==> src/ubt_defines.svh <==
// constants for the burst trailer framer and ranging steer
`ifndef UBT_DEFINES_SVH
`define UBT_DEFINES_SVH

// ***********************************************************
// codes and limits
// ***********************************************************
`define UBT_USAGE_RNG_A 4'h3
`define UBT_USAGE_RNG_B 4'h4
`define UBT_VND_MAX 6'h20
`define UBT_CLS_LONG 2'h0
`define UBT_CLS_MED 2'h1
`define UBT_CLS_SHORT 2'h2
`define UBT_CAP_LONG 8'hFF
`define UBT_CAP_SHORT 8'h0F

// ***********************************************************
// trailer byte offsets
// ***********************************************************
`define UBT_B_STAT 6'h00
`define UBT_B_BSTAT 6'h01
`define UBT_B_IT_L 6'h02
`define UBT_B_IT_M 6'h03
`define UBT_B_IT_S 6'h04
`define UBT_B_PS_L 6'h05
`define UBT_B_FL_L 6'h06
`define UBT_B_CNT_M 6'h07
`define UBT_B_CNT_S 6'h08
`define UBT_B_RSV0 6'h09
`define UBT_B_RSV1 6'h0A
`define UBT_B_MER 6'h0B
`define UBT_B_PWR 6'h0C
`define UBT_B_FRQ 6'h0D
`define UBT_B_FRQ_LO 6'h0E
`define UBT_B_TIM 6'h0F
`define UBT_B_TIM_2 6'h10
`define UBT_B_TIM_1 6'h11
`define UBT_B_FIX_LAST 6'h12
`define UBT_B_VID 6'h13
`define UBT_B_VID_1 6'h14
`define UBT_B_VID_0 6'h15
`define UBT_B_VLEN 6'h16
`define UBT_B_VDAT 6'h17

// ***********************************************************
// status bit positions and reset values
// ***********************************************************
`define UBT_ST_TYPE 5
`define UBT_ST_VND 0
`define UBT_BS_TIM 2
`define UBT_BS_PWR 1
`define UBT_BS_FRQ 0
`define UBT_SUM_RST 16'h0000
`define UBT_CNT_RST 8'h00
`define UBT_IDX_RST 6'h00

`endif

==> src/ubt_pkg.sv <==
// types for the burst trailer framer and ranging steer
package ubt_pkg;
    typedef enum logic [1:0] {ST_IDLE, ST_PAY, ST_TRL} ubt_state_t;
    typedef logic [1:0] ubt_cls_t;
    typedef logic [31:0] ubt_sess_t;
endpackage

==> src/ubt_burst_trailer.sv <==
// burst trailer assembly ahead of the pseudowire steer
`timescale 1ns/1ns
`include "ubt_defines.svh"
module ubt_burst_trailer #(
    parameter int NCH = 4,
    parameter int CHW = 2,
    parameter int VND_DEPTH = 32
) (
    input wire logic clk,
    input wire logic rst_n,
    input wire logic bs_valid,
    output logic bs_ready,
    input wire logic [CHW-1:0] bs_chan,
    input wire logic [3:0] bs_interval_usage_code,
    input wire logic bs_no_payload,
    input wire logic pl_valid,
    output logic pl_ready,
    input wire logic [7:0] pl_data,
    input wire logic pl_last,
    input wire logic cw_valid,
    input wire ubt_pkg::ubt_cls_t cw_class,
    input wire logic [7:0] cw_iters,
    input wire logic cw_pre_fail,
    input wire logic cw_post_fail,
    input wire logic [7:0] modulation_error_ratio,
    input wire logic [7:0] pwr_err,
    input wire logic [15:0] frq_err,
    input wire logic [31:0] tim_err,
    input wire logic tim_vld,
    input wire logic pwr_vld,
    input wire logic frq_vld,
    input wire logic vendor_extension_flag,
    input wire logic [23:0] vendor_registry_identifier,
    input wire logic [7:0] vnd_len,
    input wire logic vnd_wr,
    input wire logic [4:0] vnd_addr,
    input wire logic [7:0] vnd_wdata,
    input wire logic extract_en,
    input wire logic [NCH*32-1:0] rng_sess_cfg,
    input wire logic [NCH*32-1:0] dat_sess_cfg,
    output logic rng_valid,
    input wire logic rng_ready,
    output logic [7:0] rng_data,
    output logic rng_sop,
    output logic rng_eop,
    output ubt_pkg::ubt_sess_t rng_sess,
    output logic dat_valid,
    input wire logic dat_ready,
    output logic [7:0] dat_data,
    output logic dat_sop,
    output logic dat_eop,
    output ubt_pkg::ubt_sess_t dat_sess
);
    import ubt_pkg::*;

    // ***********************************************************
    // declarations
    // ***********************************************************
    ubt_state_t state_r;
    logic [5:0] idx_r, len_r, last_idx, voff, vcnt_r;
    logic [CHW-1:0] chan_r;
    logic [3:0] usage_r;
    logic vflag_r, tvld_r, pvld_r, fvld_r;
    logic [7:0] mer_r, pwr_r;
    logic [15:0] frq_r;
    logic [31:0] tim_r;
    logic [23:0] vid_r;
    logic [7:0] vnd_mem [VND_DEPTH];
    logic [15:0] sum_r [3];
    logic [7:0] ncw_r [3];
    logic [7:0] pass_r [3];
    logic [7:0] fail_r [3];
    logic bs_fire, pl_fire, trl_go, tu_valid, tu_ready, tu_last, tu_fire;
    logic [7:0] tu_data, trl_byte;

    function automatic logic [7:0] avg_of(input logic [15:0] sum,
                                          input logic [7:0] n);
        logic [15:0] q;
        q = 16'h0000;
        if (n != 8'h00) begin
            q = sum / {8'h00, n};
        end
        return (q > 16'h00FF) ? 8'hFF : q[7:0];
    endfunction

    assign bs_ready = (state_r == ST_IDLE);
    assign bs_fire = bs_valid && bs_ready;
    assign pl_ready = (state_r == ST_PAY) && tu_ready;
    assign pl_fire = pl_valid && pl_ready;
    assign trl_go = (bs_fire && bs_no_payload) || (pl_fire && pl_last);
    assign tu_fire = tu_valid && tu_ready;

    // ***********************************************************
    // burst sequencing
    // ***********************************************************
    always_ff @(posedge clk or negedge rst_n) begin
        if (!rst_n) begin
            state_r <= ST_IDLE;
        end else begin
            case (state_r)
                ST_IDLE: begin
                    if (bs_fire) begin
                        state_r <= bs_no_payload ? ST_TRL : ST_PAY;
                    end
                end
                ST_PAY: begin
                    if (pl_fire && pl_last) begin
                        state_r <= ST_TRL;
                    end
                end
                ST_TRL: begin
                    if (tu_fire && tu_last) begin
                        state_r <= ST_IDLE;
                    end
                end
                default: begin
                    state_r <= ST_IDLE;
                end
            endcase
        end
    end

    always_ff @(posedge clk or negedge rst_n) begin
        if (!rst_n) begin
            idx_r <= `UBT_IDX_RST;
        end else if (bs_fire) begin
            idx_r <= `UBT_IDX_RST;
        end else if (state_r == ST_TRL && tu_fire) begin
            idx_r <= idx_r + 6'h01;
        end
    end

    always_ff @(posedge clk or negedge rst_n) begin
        if (!rst_n) begin
            chan_r <= '0;
            usage_r <= 4'h0;
        end else if (bs_fire) begin
            chan_r <= bs_chan;
            usage_r <= bs_interval_usage_code;
        end
    end

    // ***********************************************************
    // measurements caught as the trailer starts
    // ***********************************************************
    always_ff @(posedge clk or negedge rst_n) begin
        if (!rst_n) begin
            mer_r <= 8'h00;
            pwr_r <= 8'h00;
            frq_r <= 16'h0000;
            tim_r <= 32'h0000_0000;
            tvld_r <= 1'b0;
            pvld_r <= 1'b0;
            fvld_r <= 1'b0;
            vflag_r <= 1'b0;
            vid_r <= 24'h00_0000;
            len_r <= 6'h00;
        end else if (trl_go) begin
            mer_r <= modulation_error_ratio;
            pwr_r <= pwr_err;
            frq_r <= frq_err;
            tim_r <= tim_err;
            tvld_r <= tim_vld;
            pvld_r <= pwr_vld;
            fvld_r <= frq_vld;
            vflag_r <= vendor_extension_flag;
            vid_r <= vendor_registry_identifier;
            // oversized lengths are clipped to the cap
            len_r <= (vnd_len > {2'h0, `UBT_VND_MAX}) ? `UBT_VND_MAX
                : vnd_len[5:0];
        end
    end

    always_ff @(posedge clk) begin
        if (vnd_wr) begin
            vnd_mem[vnd_addr] <= vnd_wdata;
        end
    end

    // ***********************************************************
    // codeword statistics per length class
    // ***********************************************************
    for (genvar c = 0; c < 3; c++) begin : g_cls
        localparam logic [7:0] CAP = (c == 0) ? `UBT_CAP_LONG
            : `UBT_CAP_SHORT;
        logic hit;
        logic [16:0] s;
        assign hit = cw_valid && (state_r == ST_PAY) &&
            (cw_class == 2'(c));
        assign s = {1'b0, sum_r[c]} + {9'h000, cw_iters};

        always_ff @(posedge clk or negedge rst_n) begin
            if (!rst_n) begin
                sum_r[c] <= `UBT_SUM_RST;
                ncw_r[c] <= `UBT_CNT_RST;
                pass_r[c] <= `UBT_CNT_RST;
                fail_r[c] <= `UBT_CNT_RST;
            end else if (bs_fire) begin
                sum_r[c] <= `UBT_SUM_RST;
                ncw_r[c] <= `UBT_CNT_RST;
                pass_r[c] <= `UBT_CNT_RST;
                fail_r[c] <= `UBT_CNT_RST;
            end else if (hit) begin
                if (ncw_r[c] != 8'hFF) begin
                    ncw_r[c] <= ncw_r[c] + 8'h01;
                    sum_r[c] <= s[16] ? 16'hFFFF : s[15:0];
                end
                if (cw_pre_fail && !cw_post_fail && pass_r[c] != CAP) begin
                    pass_r[c] <= pass_r[c] + 8'h01;
                end
                if (cw_post_fail && fail_r[c] != CAP) begin
                    fail_r[c] <= fail_r[c] + 8'h01;
                end
            end
        end

        property p_pass_cnt;
            @(posedge clk) disable iff (!rst_n)
            hit && !bs_fire && cw_pre_fail && !cw_post_fail &&
                pass_r[c] < CAP |=> pass_r[c] == $past(pass_r[c]) + 8'h01;
        endproperty
        a_pass_cnt: assert property (p_pass_cnt)
            else $error("recovered codeword count missed");

        property p_fail_cap;
            @(posedge clk) disable iff (!rst_n)
            fail_r[c] <= CAP;
        endproperty
        a_fail_cap: assert property (p_fail_cap)
            else $error("failed codeword count over field width");
    end

    // ***********************************************************
    // trailer byte selection, MSB first
    // ***********************************************************
    assign voff = idx_r - `UBT_B_VDAT;
    assign last_idx = vflag_r ? (`UBT_B_VDAT + len_r - 6'h01)
        : `UBT_B_FIX_LAST;

    always_comb begin
        trl_byte = 8'h00;
        case (idx_r)
            `UBT_B_STAT: begin
                trl_byte[`UBT_ST_TYPE] = 1'b1;
                trl_byte[`UBT_ST_VND] = vflag_r;
            end
            `UBT_B_BSTAT: begin
                trl_byte[`UBT_BS_TIM] = tvld_r;
                trl_byte[`UBT_BS_PWR] = pvld_r;
                trl_byte[`UBT_BS_FRQ] = fvld_r;
            end
            `UBT_B_IT_L: trl_byte = avg_of(sum_r[0], ncw_r[0]);
            `UBT_B_IT_M: trl_byte = avg_of(sum_r[1], ncw_r[1]);
            `UBT_B_IT_S: trl_byte = avg_of(sum_r[2], ncw_r[2]);
            `UBT_B_PS_L: trl_byte = pass_r[0];
            `UBT_B_FL_L: trl_byte = fail_r[0];
            `UBT_B_CNT_M: trl_byte = {pass_r[1][3:0], fail_r[1][3:0]};
            `UBT_B_CNT_S: trl_byte = {pass_r[2][3:0], fail_r[2][3:0]};
            `UBT_B_MER: trl_byte = mer_r;
            `UBT_B_PWR: trl_byte = pwr_r;
            `UBT_B_FRQ: trl_byte = frq_r[15:8];
            `UBT_B_FRQ_LO: trl_byte = frq_r[7:0];
            `UBT_B_TIM: trl_byte = tim_r[31:24];
            `UBT_B_TIM_2: trl_byte = tim_r[23:16];
            `UBT_B_TIM_1: trl_byte = tim_r[15:8];
            `UBT_B_FIX_LAST: trl_byte = tim_r[7:0];
            `UBT_B_VID: trl_byte = vid_r[23:16];
            `UBT_B_VID_1: trl_byte = vid_r[15:8];
            `UBT_B_VID_0: trl_byte = vid_r[7:0];
            `UBT_B_VLEN: trl_byte = {2'h0, len_r};
            default: begin
                if (idx_r >= `UBT_B_VDAT) begin
                    trl_byte = vnd_mem[voff[4:0]];
                end
            end
        endcase
    end

    assign tu_valid = (state_r == ST_PAY) ? pl_valid : (state_r == ST_TRL);
    assign tu_data = (state_r == ST_PAY) ? pl_data : trl_byte;
    assign tu_last = (state_r == ST_TRL) && (idx_r == last_idx);

    ubt_pw_steer #(
        .NCH(NCH),
        .CHW(CHW)
    ) u_steer (
        .clk(clk),
        .rst_n(rst_n),
        .tu_valid(tu_valid),
        .tu_ready(tu_ready),
        .tu_data(tu_data),
        .tu_last(tu_last),
        .tu_chan(chan_r),
        .tu_usage(usage_r),
        .extract_en(extract_en),
        .rng_sess_cfg(rng_sess_cfg),
        .dat_sess_cfg(dat_sess_cfg),
        .rng_valid(rng_valid),
        .rng_ready(rng_ready),
        .rng_data(rng_data),
        .rng_sop(rng_sop),
        .rng_eop(rng_eop),
        .rng_sess(rng_sess),
        .dat_valid(dat_valid),
        .dat_ready(dat_ready),
        .dat_data(dat_data),
        .dat_sop(dat_sop),
        .dat_eop(dat_eop),
        .dat_sess(dat_sess)
    );

    // ***********************************************************
    // checks
    // ***********************************************************
    always_ff @(posedge clk or negedge rst_n) begin
        if (!rst_n) begin
            vcnt_r <= 6'h00;
        end else if (bs_fire) begin
            vcnt_r <= 6'h00;
        end else if (tu_fire && state_r == ST_TRL &&
                     idx_r >= `UBT_B_VDAT) begin
            vcnt_r <= vcnt_r + 6'h01;
        end
    end

    property p_len_cap;
        @(posedge clk) disable iff (!rst_n)
        len_r <= `UBT_VND_MAX;
    endproperty
    a_len_cap: assert property (p_len_cap)
        else $error("vendor length above cap");

    property p_vnd_omit;
        @(posedge clk) disable iff (!rst_n)
        tu_fire && state_r == ST_TRL && !vflag_r |->
            idx_r <= `UBT_B_FIX_LAST;
    endproperty
    a_vnd_omit: assert property (p_vnd_omit)
        else $error("vendor byte sent with flag clear");

    property p_vnd_exact;
        @(posedge clk) disable iff (!rst_n)
        state_r == ST_IDLE && $past(state_r) == ST_TRL |->
            vcnt_r == (vflag_r ? len_r : 6'h00);
    endproperty
    a_vnd_exact: assert property (p_vnd_exact)
        else $error("vendor content count differs from length");

    property p_stat;
        @(posedge clk) disable iff (!rst_n)
        tu_fire && state_r == ST_TRL && idx_r == `UBT_B_STAT |->
            tu_data == {2'h0, 1'b1, 4'h0, vflag_r};
    endproperty
    a_stat: assert property (p_stat)
        else $error("status byte wrong");

    property p_bstat;
        @(posedge clk) disable iff (!rst_n)
        tu_fire && state_r == ST_TRL && idx_r == `UBT_B_BSTAT |->
            tu_data == {5'h00, tvld_r, pvld_r, fvld_r};
    endproperty
    a_bstat: assert property (p_bstat)
        else $error("burst status validity bits wrong");

    property p_rsv;
        @(posedge clk) disable iff (!rst_n)
        tu_fire && state_r == ST_TRL &&
            (idx_r == `UBT_B_RSV0 || idx_r == `UBT_B_RSV1) |->
            tu_data == 8'h00;
    endproperty
    a_rsv: assert property (p_rsv)
        else $error("reserved trailer byte not zero");

    property p_avg_zero;
        @(posedge clk) disable iff (!rst_n)
        tu_fire && state_r == ST_TRL && idx_r == `UBT_B_IT_L &&
            ncw_r[0] == 8'h00 |-> tu_data == 8'h00;
    endproperty
    a_avg_zero: assert property (p_avg_zero)
        else $error("average reported with no codewords");

    c_vnd: cover property (@(posedge clk) disable iff (!rst_n)
        tu_fire && tu_last && vflag_r && len_r == `UBT_VND_MAX);
    c_nopay: cover property (@(posedge clk) disable iff (!rst_n)
        bs_fire && bs_no_payload);
endmodule // ubt_burst_trailer

==> src/ubt_pw_steer.sv <==
// routes transmission units onto data or ranging pseudowires
`timescale 1ns/1ns
`include "ubt_defines.svh"
module ubt_pw_steer #(
    parameter int NCH = 4,
    parameter int CHW = 2
) (
    input wire logic clk,
    input wire logic rst_n,
    input wire logic tu_valid,
    output logic tu_ready,
    input wire logic [7:0] tu_data,
    input wire logic tu_last,
    input wire logic [CHW-1:0] tu_chan,
    input wire logic [3:0] tu_usage,
    input wire logic extract_en,
    input wire logic [NCH*32-1:0] rng_sess_cfg,
    input wire logic [NCH*32-1:0] dat_sess_cfg,
    output logic rng_valid,
    input wire logic rng_ready,
    output logic [7:0] rng_data,
    output logic rng_sop,
    output logic rng_eop,
    output ubt_pkg::ubt_sess_t rng_sess,
    output logic dat_valid,
    input wire logic dat_ready,
    output logic [7:0] dat_data,
    output logic dat_sop,
    output logic dat_eop,
    output ubt_pkg::ubt_sess_t dat_sess
);
    import ubt_pkg::*;

    logic first_r, route_r, o_v_r, o_rng_r, o_sop_r, o_eop_r;
    logic [7:0] o_data_r;
    ubt_sess_t o_sess_r;
    logic is_rng_code, route_now, tu_fire, out_ready;

    assign is_rng_code = (tu_usage == `UBT_USAGE_RNG_A) ||
        (tu_usage == `UBT_USAGE_RNG_B);
    // route frozen at first byte so a unit never changes pipe
    assign route_now = first_r ? (extract_en && is_rng_code)
        : route_r;
    assign out_ready = o_rng_r ? rng_ready : dat_ready;
    assign tu_ready = !o_v_r || out_ready;
    assign tu_fire = tu_valid && tu_ready;

    always_ff @(posedge clk or negedge rst_n) begin
        if (!rst_n) begin
            first_r <= 1'b1;
            route_r <= 1'b0;
        end else if (tu_fire) begin
            first_r <= tu_last;
            route_r <= route_now;
        end
    end

    // ***********************************************************
    // output stage, unit bytes unchanged on either pipe
    // ***********************************************************
    always_ff @(posedge clk or negedge rst_n) begin
        if (!rst_n) begin
            o_v_r <= 1'b0;
            o_rng_r <= 1'b0;
            o_sop_r <= 1'b0;
            o_eop_r <= 1'b0;
            o_data_r <= 8'h00;
            o_sess_r <= 32'h0000_0000;
        end else if (tu_ready) begin
            o_v_r <= tu_valid;
            if (tu_valid) begin
                o_rng_r <= route_now;
                o_data_r <= tu_data;
                o_sop_r <= first_r;
                o_eop_r <= tu_last;
                if (first_r) begin
                    o_sess_r <= route_now ? rng_sess_cfg[tu_chan*32 +: 32]
                        : dat_sess_cfg[tu_chan*32 +: 32];
                end
            end
        end
    end

    assign rng_valid = o_v_r && o_rng_r;
    assign dat_valid = o_v_r && !o_rng_r;
    assign rng_data = o_data_r;
    assign dat_data = o_data_r;
    assign rng_sop = o_sop_r;
    assign dat_sop = o_sop_r;
    assign rng_eop = o_eop_r;
    assign dat_eop = o_eop_r;
    assign rng_sess = o_sess_r;
    assign dat_sess = o_sess_r;

    // ***********************************************************
    // checks
    // ***********************************************************
    property p_rng_route;
        @(posedge clk) disable iff (!rst_n)
        tu_fire && first_r && extract_en && is_rng_code |=> rng_valid;
    endproperty
    a_rng_route: assert property (p_rng_route)
        else $error("ranging code burst not on ranging pipe");

    property p_no_data;
        @(posedge clk) disable iff (!rst_n)
        tu_fire && first_r && extract_en && is_rng_code |=> !dat_valid;
    endproperty
    a_no_data: assert property (p_no_data)
        else $error("ranging code burst on data pipe");

    property p_idle_off;
        @(posedge clk) disable iff (!rst_n)
        tu_fire && first_r && !extract_en |=> !rng_valid;
    endproperty
    a_idle_off: assert property (p_idle_off)
        else $error("ranging pipe used while extraction off");

    property p_one_unit;
        @(posedge clk) disable iff (!rst_n)
        rng_valid && rng_ready && rng_eop |=> !rng_valid || rng_sop;
    endproperty
    a_one_unit: assert property (p_one_unit)
        else $error("ranging packet continues past unit end");

    property p_no_split;
        @(posedge clk) disable iff (!rst_n)
        rng_valid && rng_ready && !rng_eop |=> !(dat_valid || rng_sop);
    endproperty
    a_no_split: assert property (p_no_split)
        else $error("ranging unit broken before its end");

    c_rng_pkt: cover property (@(posedge clk) disable iff (!rst_n)
        rng_valid && rng_ready && rng_eop);
    c_dat_pkt: cover property (@(posedge clk) disable iff (!rst_n)
        dat_valid && dat_ready && dat_eop);
endmodule // ubt_pw_steer

==> config.mk <==
export PLATFORM = sky130hd
export DESIGN_NAME = ubt_burst_trailer
export DESIGN_NICKNAME = d
export VERILOG_FILES = /design/src/ubt_pkg.sv /design/src/ubt_burst_trailer.sv /design/src/ubt_pw_steer.sv
export VERILOG_INCLUDE_DIRS = /design/src /design/src/src
export SDC_FILE = /design/constraint.sdc
export NUM_CORES = 2
export LEC_CHECK = 0
export BUFFER_PORTS_ARGS = -buffer_cell sky130_fd_sc_hd__buf_2
export CAP_MARGIN = 25
export CORE_ASPECT_RATIO = 0.6
export CORE_MARGIN = 5
export CORE_UTILIZATION = 61
export CTS_CLUSTER_SIZE = 8
export DETAILED_ROUTE_END_ITERATION = 16
export PLACE_DENSITY_LB_ADDON = 0.3
export SLEW_MARGIN = 20
export SYNTH_ARGS = -nofsm -noshare
export SYNTH_HDL_FRONTEND = slang
export SYNTH_HIERARCHICAL = 1
export SYNTH_SLANG_ARGS = --single-unit
==> constraint.sdc <==
create_clock -name clk -period 38.4 [get_ports clk]
set_clock_uncertainty 0.2 [all_clocks]
set_input_delay 11.52 -clock clk [delete_from_list [all_inputs] [get_ports clk]]
set_output_delay 11.52 -clock clk [all_outputs]
set_load 0.02 [all_outputs]
==> flow_summary_export.csv <==
group,metric,value,unit
status,outcome,"completed",
route,drc_errors,0,
setup_path,crit_slowest_cell,"or4_1",
worst_hold_path,whs_endpoint,"tim_r[13]",
route,wl_per_cell,25.3,um
sta,period_minus_slack,35.32,ns
cells_and_area,nNetsFinal,5772,
cells_and_area,drive_gt1_share,20.3,%
clock_tree,htreeDepth,3,
route,top_layer,"met5",
yosys,synth_seq_cells,533,
setup_path,cp_slowest_stage_delay,0.75,ns
route,dr.pass1.iters,7,
yosys,async_flop_share,52.0,%
setup_path,crit_required,38.71,ns
flow_run,drv_cap,0,
global_route,grt-ovfl-total,0,
sta,fin_tns_setup,0,ns
setup_path,reg2reg_depth,145,
setup_path,crit_fanout,18,
cells_and_area,nFillCells,5381,
setup_path,worstSetupPathType,"register to register",
route,via_per_inst,6.84,
sta,final-setup-viol-count,0,
yosys,ys.flop_type,"dfrtp_1",
yosys,synth_edf_count,256,
setup_path,crit_top_cell,"o21a_1",
sta,timing.final.hold_violations,0,
yosys,synth_xor_area_share,3.62,%
sta,fin_crit_sh,92.0,%
worst_hold_path,hold_class,"register to register",
global_route,first_global_vias,38129,
worst_hold_path,hp-start,"tim_r[13]",
floorplan,die_w,357,um
clock_tree,numCtsBuffers,76,
yosys,netlist_instances,4664,
clock_tree,insertion_delay,0.65,ns
sta,tightest_slew,1.16,ns
setup_path,end_kind,"register",
setup_path,cp.arrival,35.63,ns
floorplan,core_area,0.0716,mm^2
route,vias,41370,
clock_tree,cts_tree,"built",
yosys,synth-adder-area-share,9.97,%
setup_path,cp-startpoint,"ncw_r[13]",
yosys,synth_area,0.0440,mm^2
floorplan,dieArea,0.0778,mm^2
sta,grt_setup_unrepaired,"no",
route,wl_met2,61.5,mm
worst_hold_path,hold_depth,1,
route,m1WireLength,62.8,mm
yosys,synth.area.mux_share,11.4,%
yosys,synth_cell_type_count,136,
floorplan,die_h,218,um
clock_tree,path_clk_slew,0.06,ns
setup_path,crit_path_start_kind,"register",
sta,clock.fmax,28.3,MHz
floorplan,row_count,76,
placement,dp_hpwl,110,mm
yosys,synth_warnings,6,
global_route,globalRouteTotalUtil,37.6,%
sta,fin_ws,3.08,ns
setup_path,rrSetupSlack,3.08,ns
floorplan,pin_count,494,
cells_and_area,area_growth,11.8,%
setup_path,rr_endpoint,"u_steer/dat_data[0]",
clock_tree,clock_sinks,533,
clock_tree,clk_path_buf_depth,3,
route,ant_nets,0,
placement,dpl_worst_slack,3.15,ns
route,wl_met3,22.5,mm
route,first_iter_violations,6369,
placement,numPortBuffers,493,
route,drt-total-wl,153,mm
setup_path,r2r_start,"ncw_r[13]",
yosys,synth.net_count,5417,
global_route,antenna_found_initial,18,
clock_tree,cts-root-buf,"clkbuf_16",
sta,drv_slew,0,
yosys,synth_seq_area_share,33.2,%
placement,place_congestion,0.989,
global_route,grt_pass1_wl,229,mm
yosys,synth_top_family_by_area,"compound AO/OA/AOI/OAI gates",
sta,max_slew_margin,21.9,%
yosys,yosys.area_share.simple,16.2,%
floorplan,initial_core_util,61.4,%
global_route,grt_start_max_net_pins,80,
yosys,synth_compound_area_share,21.2,%
yosys,avgSynthCellArea,9.43,um^2
-- how the worst max path moves through the flow --
stage | endpoint | slack (ns) | depth (start not counted)
final | u_steer/dat_data[0] | 3.08 | 145
after floorplan | u_steer/dat_data[0] | 8.41 | 151
after detailed placement | u_steer/dat_data[0] | 3.15 | 142
after global routing | u_steer/dat_data[0] | 0.08 | 147
after CTS | u_steer/dat_data[0] | 2.98 | 143
after global placement | u_steer/dat_data[0] | 4.11 | 141
-- synth_stat cells (46+ instances only) --
master    count  share of area (%)
a21o_1       56               0.96
nand4_1      85                1.2
nor2_1      355                3.0
o31ai_1      89                1.5
inv_1       152                1.3
nand2_1     387                3.3
o21ai_0     220                2.5
nand2b_1     58               0.82
a31oi_1      50               0.71
mux2_2      152                3.9
buf_4        48               0.82
o21a_1      135                2.3
dfrtp_1     276                 16
a21oi_1     314                3.6
nand3_1     104                1.2
a211oi_1     59                1.0
ha_1        344                9.8
xor2_1       78                1.6
nor3_1      153                1.7
clkbuf_1    160                1.4
o211ai_1     87                1.5
mux2i_1     140                3.2
xnor2_1     104                2.1
mux4_2       80                4.1
edfxtp_1    256                 17
or3_1        46               0.65
-- registers in the layout, summed over array words and instances, names as in the netlist, 16 cells and up --
signal,cells
ncw_r,24
tim_r,32
frq_r,16
vid_r,24
u_steer/dat_sess,32
vnd_mem,256
fail_r,24
sum_r,48
pass_r,24
-- layout by cell type, fill, tap and decap left out, drive strengths merged, types with 14 or more instances in the layout --
cell type / Yosys / routed
edfxtp: 256 / 256
nor3b: 14 / 14
nand2: 389 / 389
a31oi: 52 / 52
mux4: 80 / 80
and3: 37 / 37
nor2b: 42 / 42
clkbuf: 161 / 120
a22oi: 35 / 35
inv: 156 / 159
a211oi: 72 / 72
or3: 46 / 46
mux2: 156 / 156
xnor2: 104 / 104
o221ai: 40 / 40
o21a: 136 / 136
nor4: 20 / 20
dfrtp: 276 / 276
and2: 33 / 33
nand2b: 58 / 58
nor3: 158 / 158
buf: 119 / 554
a22o: 22 / 22
a21oi: 317 / 317
mux2i: 144 / 144
or2: 34 / 34
a21o: 56 / 56
ha: 344 / 344
o31ai: 92 / 92
nor2: 357 / 357
nand4: 86 / 86
o21ai: 244 / 244
nand3: 104 / 104
a221oi: 18 / 18
o22ai: 16 / 16
xor2: 78 / 78
o211ai: 88 / 88
-- through the flow --
step                      cell area, um^2  util [%]  hold slack, ns  instances
after floorplan                     44000         -           0.240       4664
after global placement              46800      65.4           0.287       5905
after detailed placement            46800      65.4           0.293       5906
after CTS                           49100      68.5           0.304       6030
after global routing                49200      68.7           0.308       6045
final                               49200      68.7           0.303       6049
-- repair_timing --
item | CTS | global route
setup buffers | 0 | 5
hold buffers | 0 | 0
setup endpoints to repair | 0 | 1
resized for setup | 0 | 1
-- per-layer routing --
layer	track usage (%)	up-vias
met3	14.8	487
met2	51.8	2938
met4	10.7	26
met5	0	-
li1	-	18433
met1	54.8	19486
-- worst max-delay path, delay by kind of cell, from the launching register on --
| family | cells | cell delay (ns) |
|---|---|---|
| compound gates | 82 | 18.20 |
| simple gates | 39 | 9.31 |
| buf+inv | 5 | 1.14 |
| flops | 1 | 0.45 |
| mux | 4 | 1.21 |
| fa+ha+maj | 15 | 4.60 |
-- area by class of cell --
| type | count | area (um^2) | share of cell area, % |
|---|---|---|---|
| Tap cell | 975 | 1220 | 2.48 |
| Multi-Input combinational cell | 3695 | 27500 | 56.0 |
| Sequential cell | 533 | 14600 | 29.7 |
| Clock buffer | 118 | 2090 | 4.25 |
| Inverter | 156 | 586 | 1.19 |
| Timing Repair Buffer | 557 | 2960 | 6.02 |
| Clock inverter | 6 | 139 | 0.282 |
| Antenna cell | 9 | 22.5 | 0.0458 |
-- cells by family (layout without fill, tap and decap cells) --
family                   after synthesis  in the layout
AO/OA/AOI/OAI                       1342           1342
XOR/XNOR                             182            182
adder cells (fa/ha/maj)              349            349
buffers and inverters                436            837
flip-flops                           533            533
multiplexers                         380            380
other                                  0              9
AND/OR/NAND/NOR                     1442           1442
Power is not shown: default switching activity piles up to over one toggle a cycle in this logic, so the estimate is an artifact.
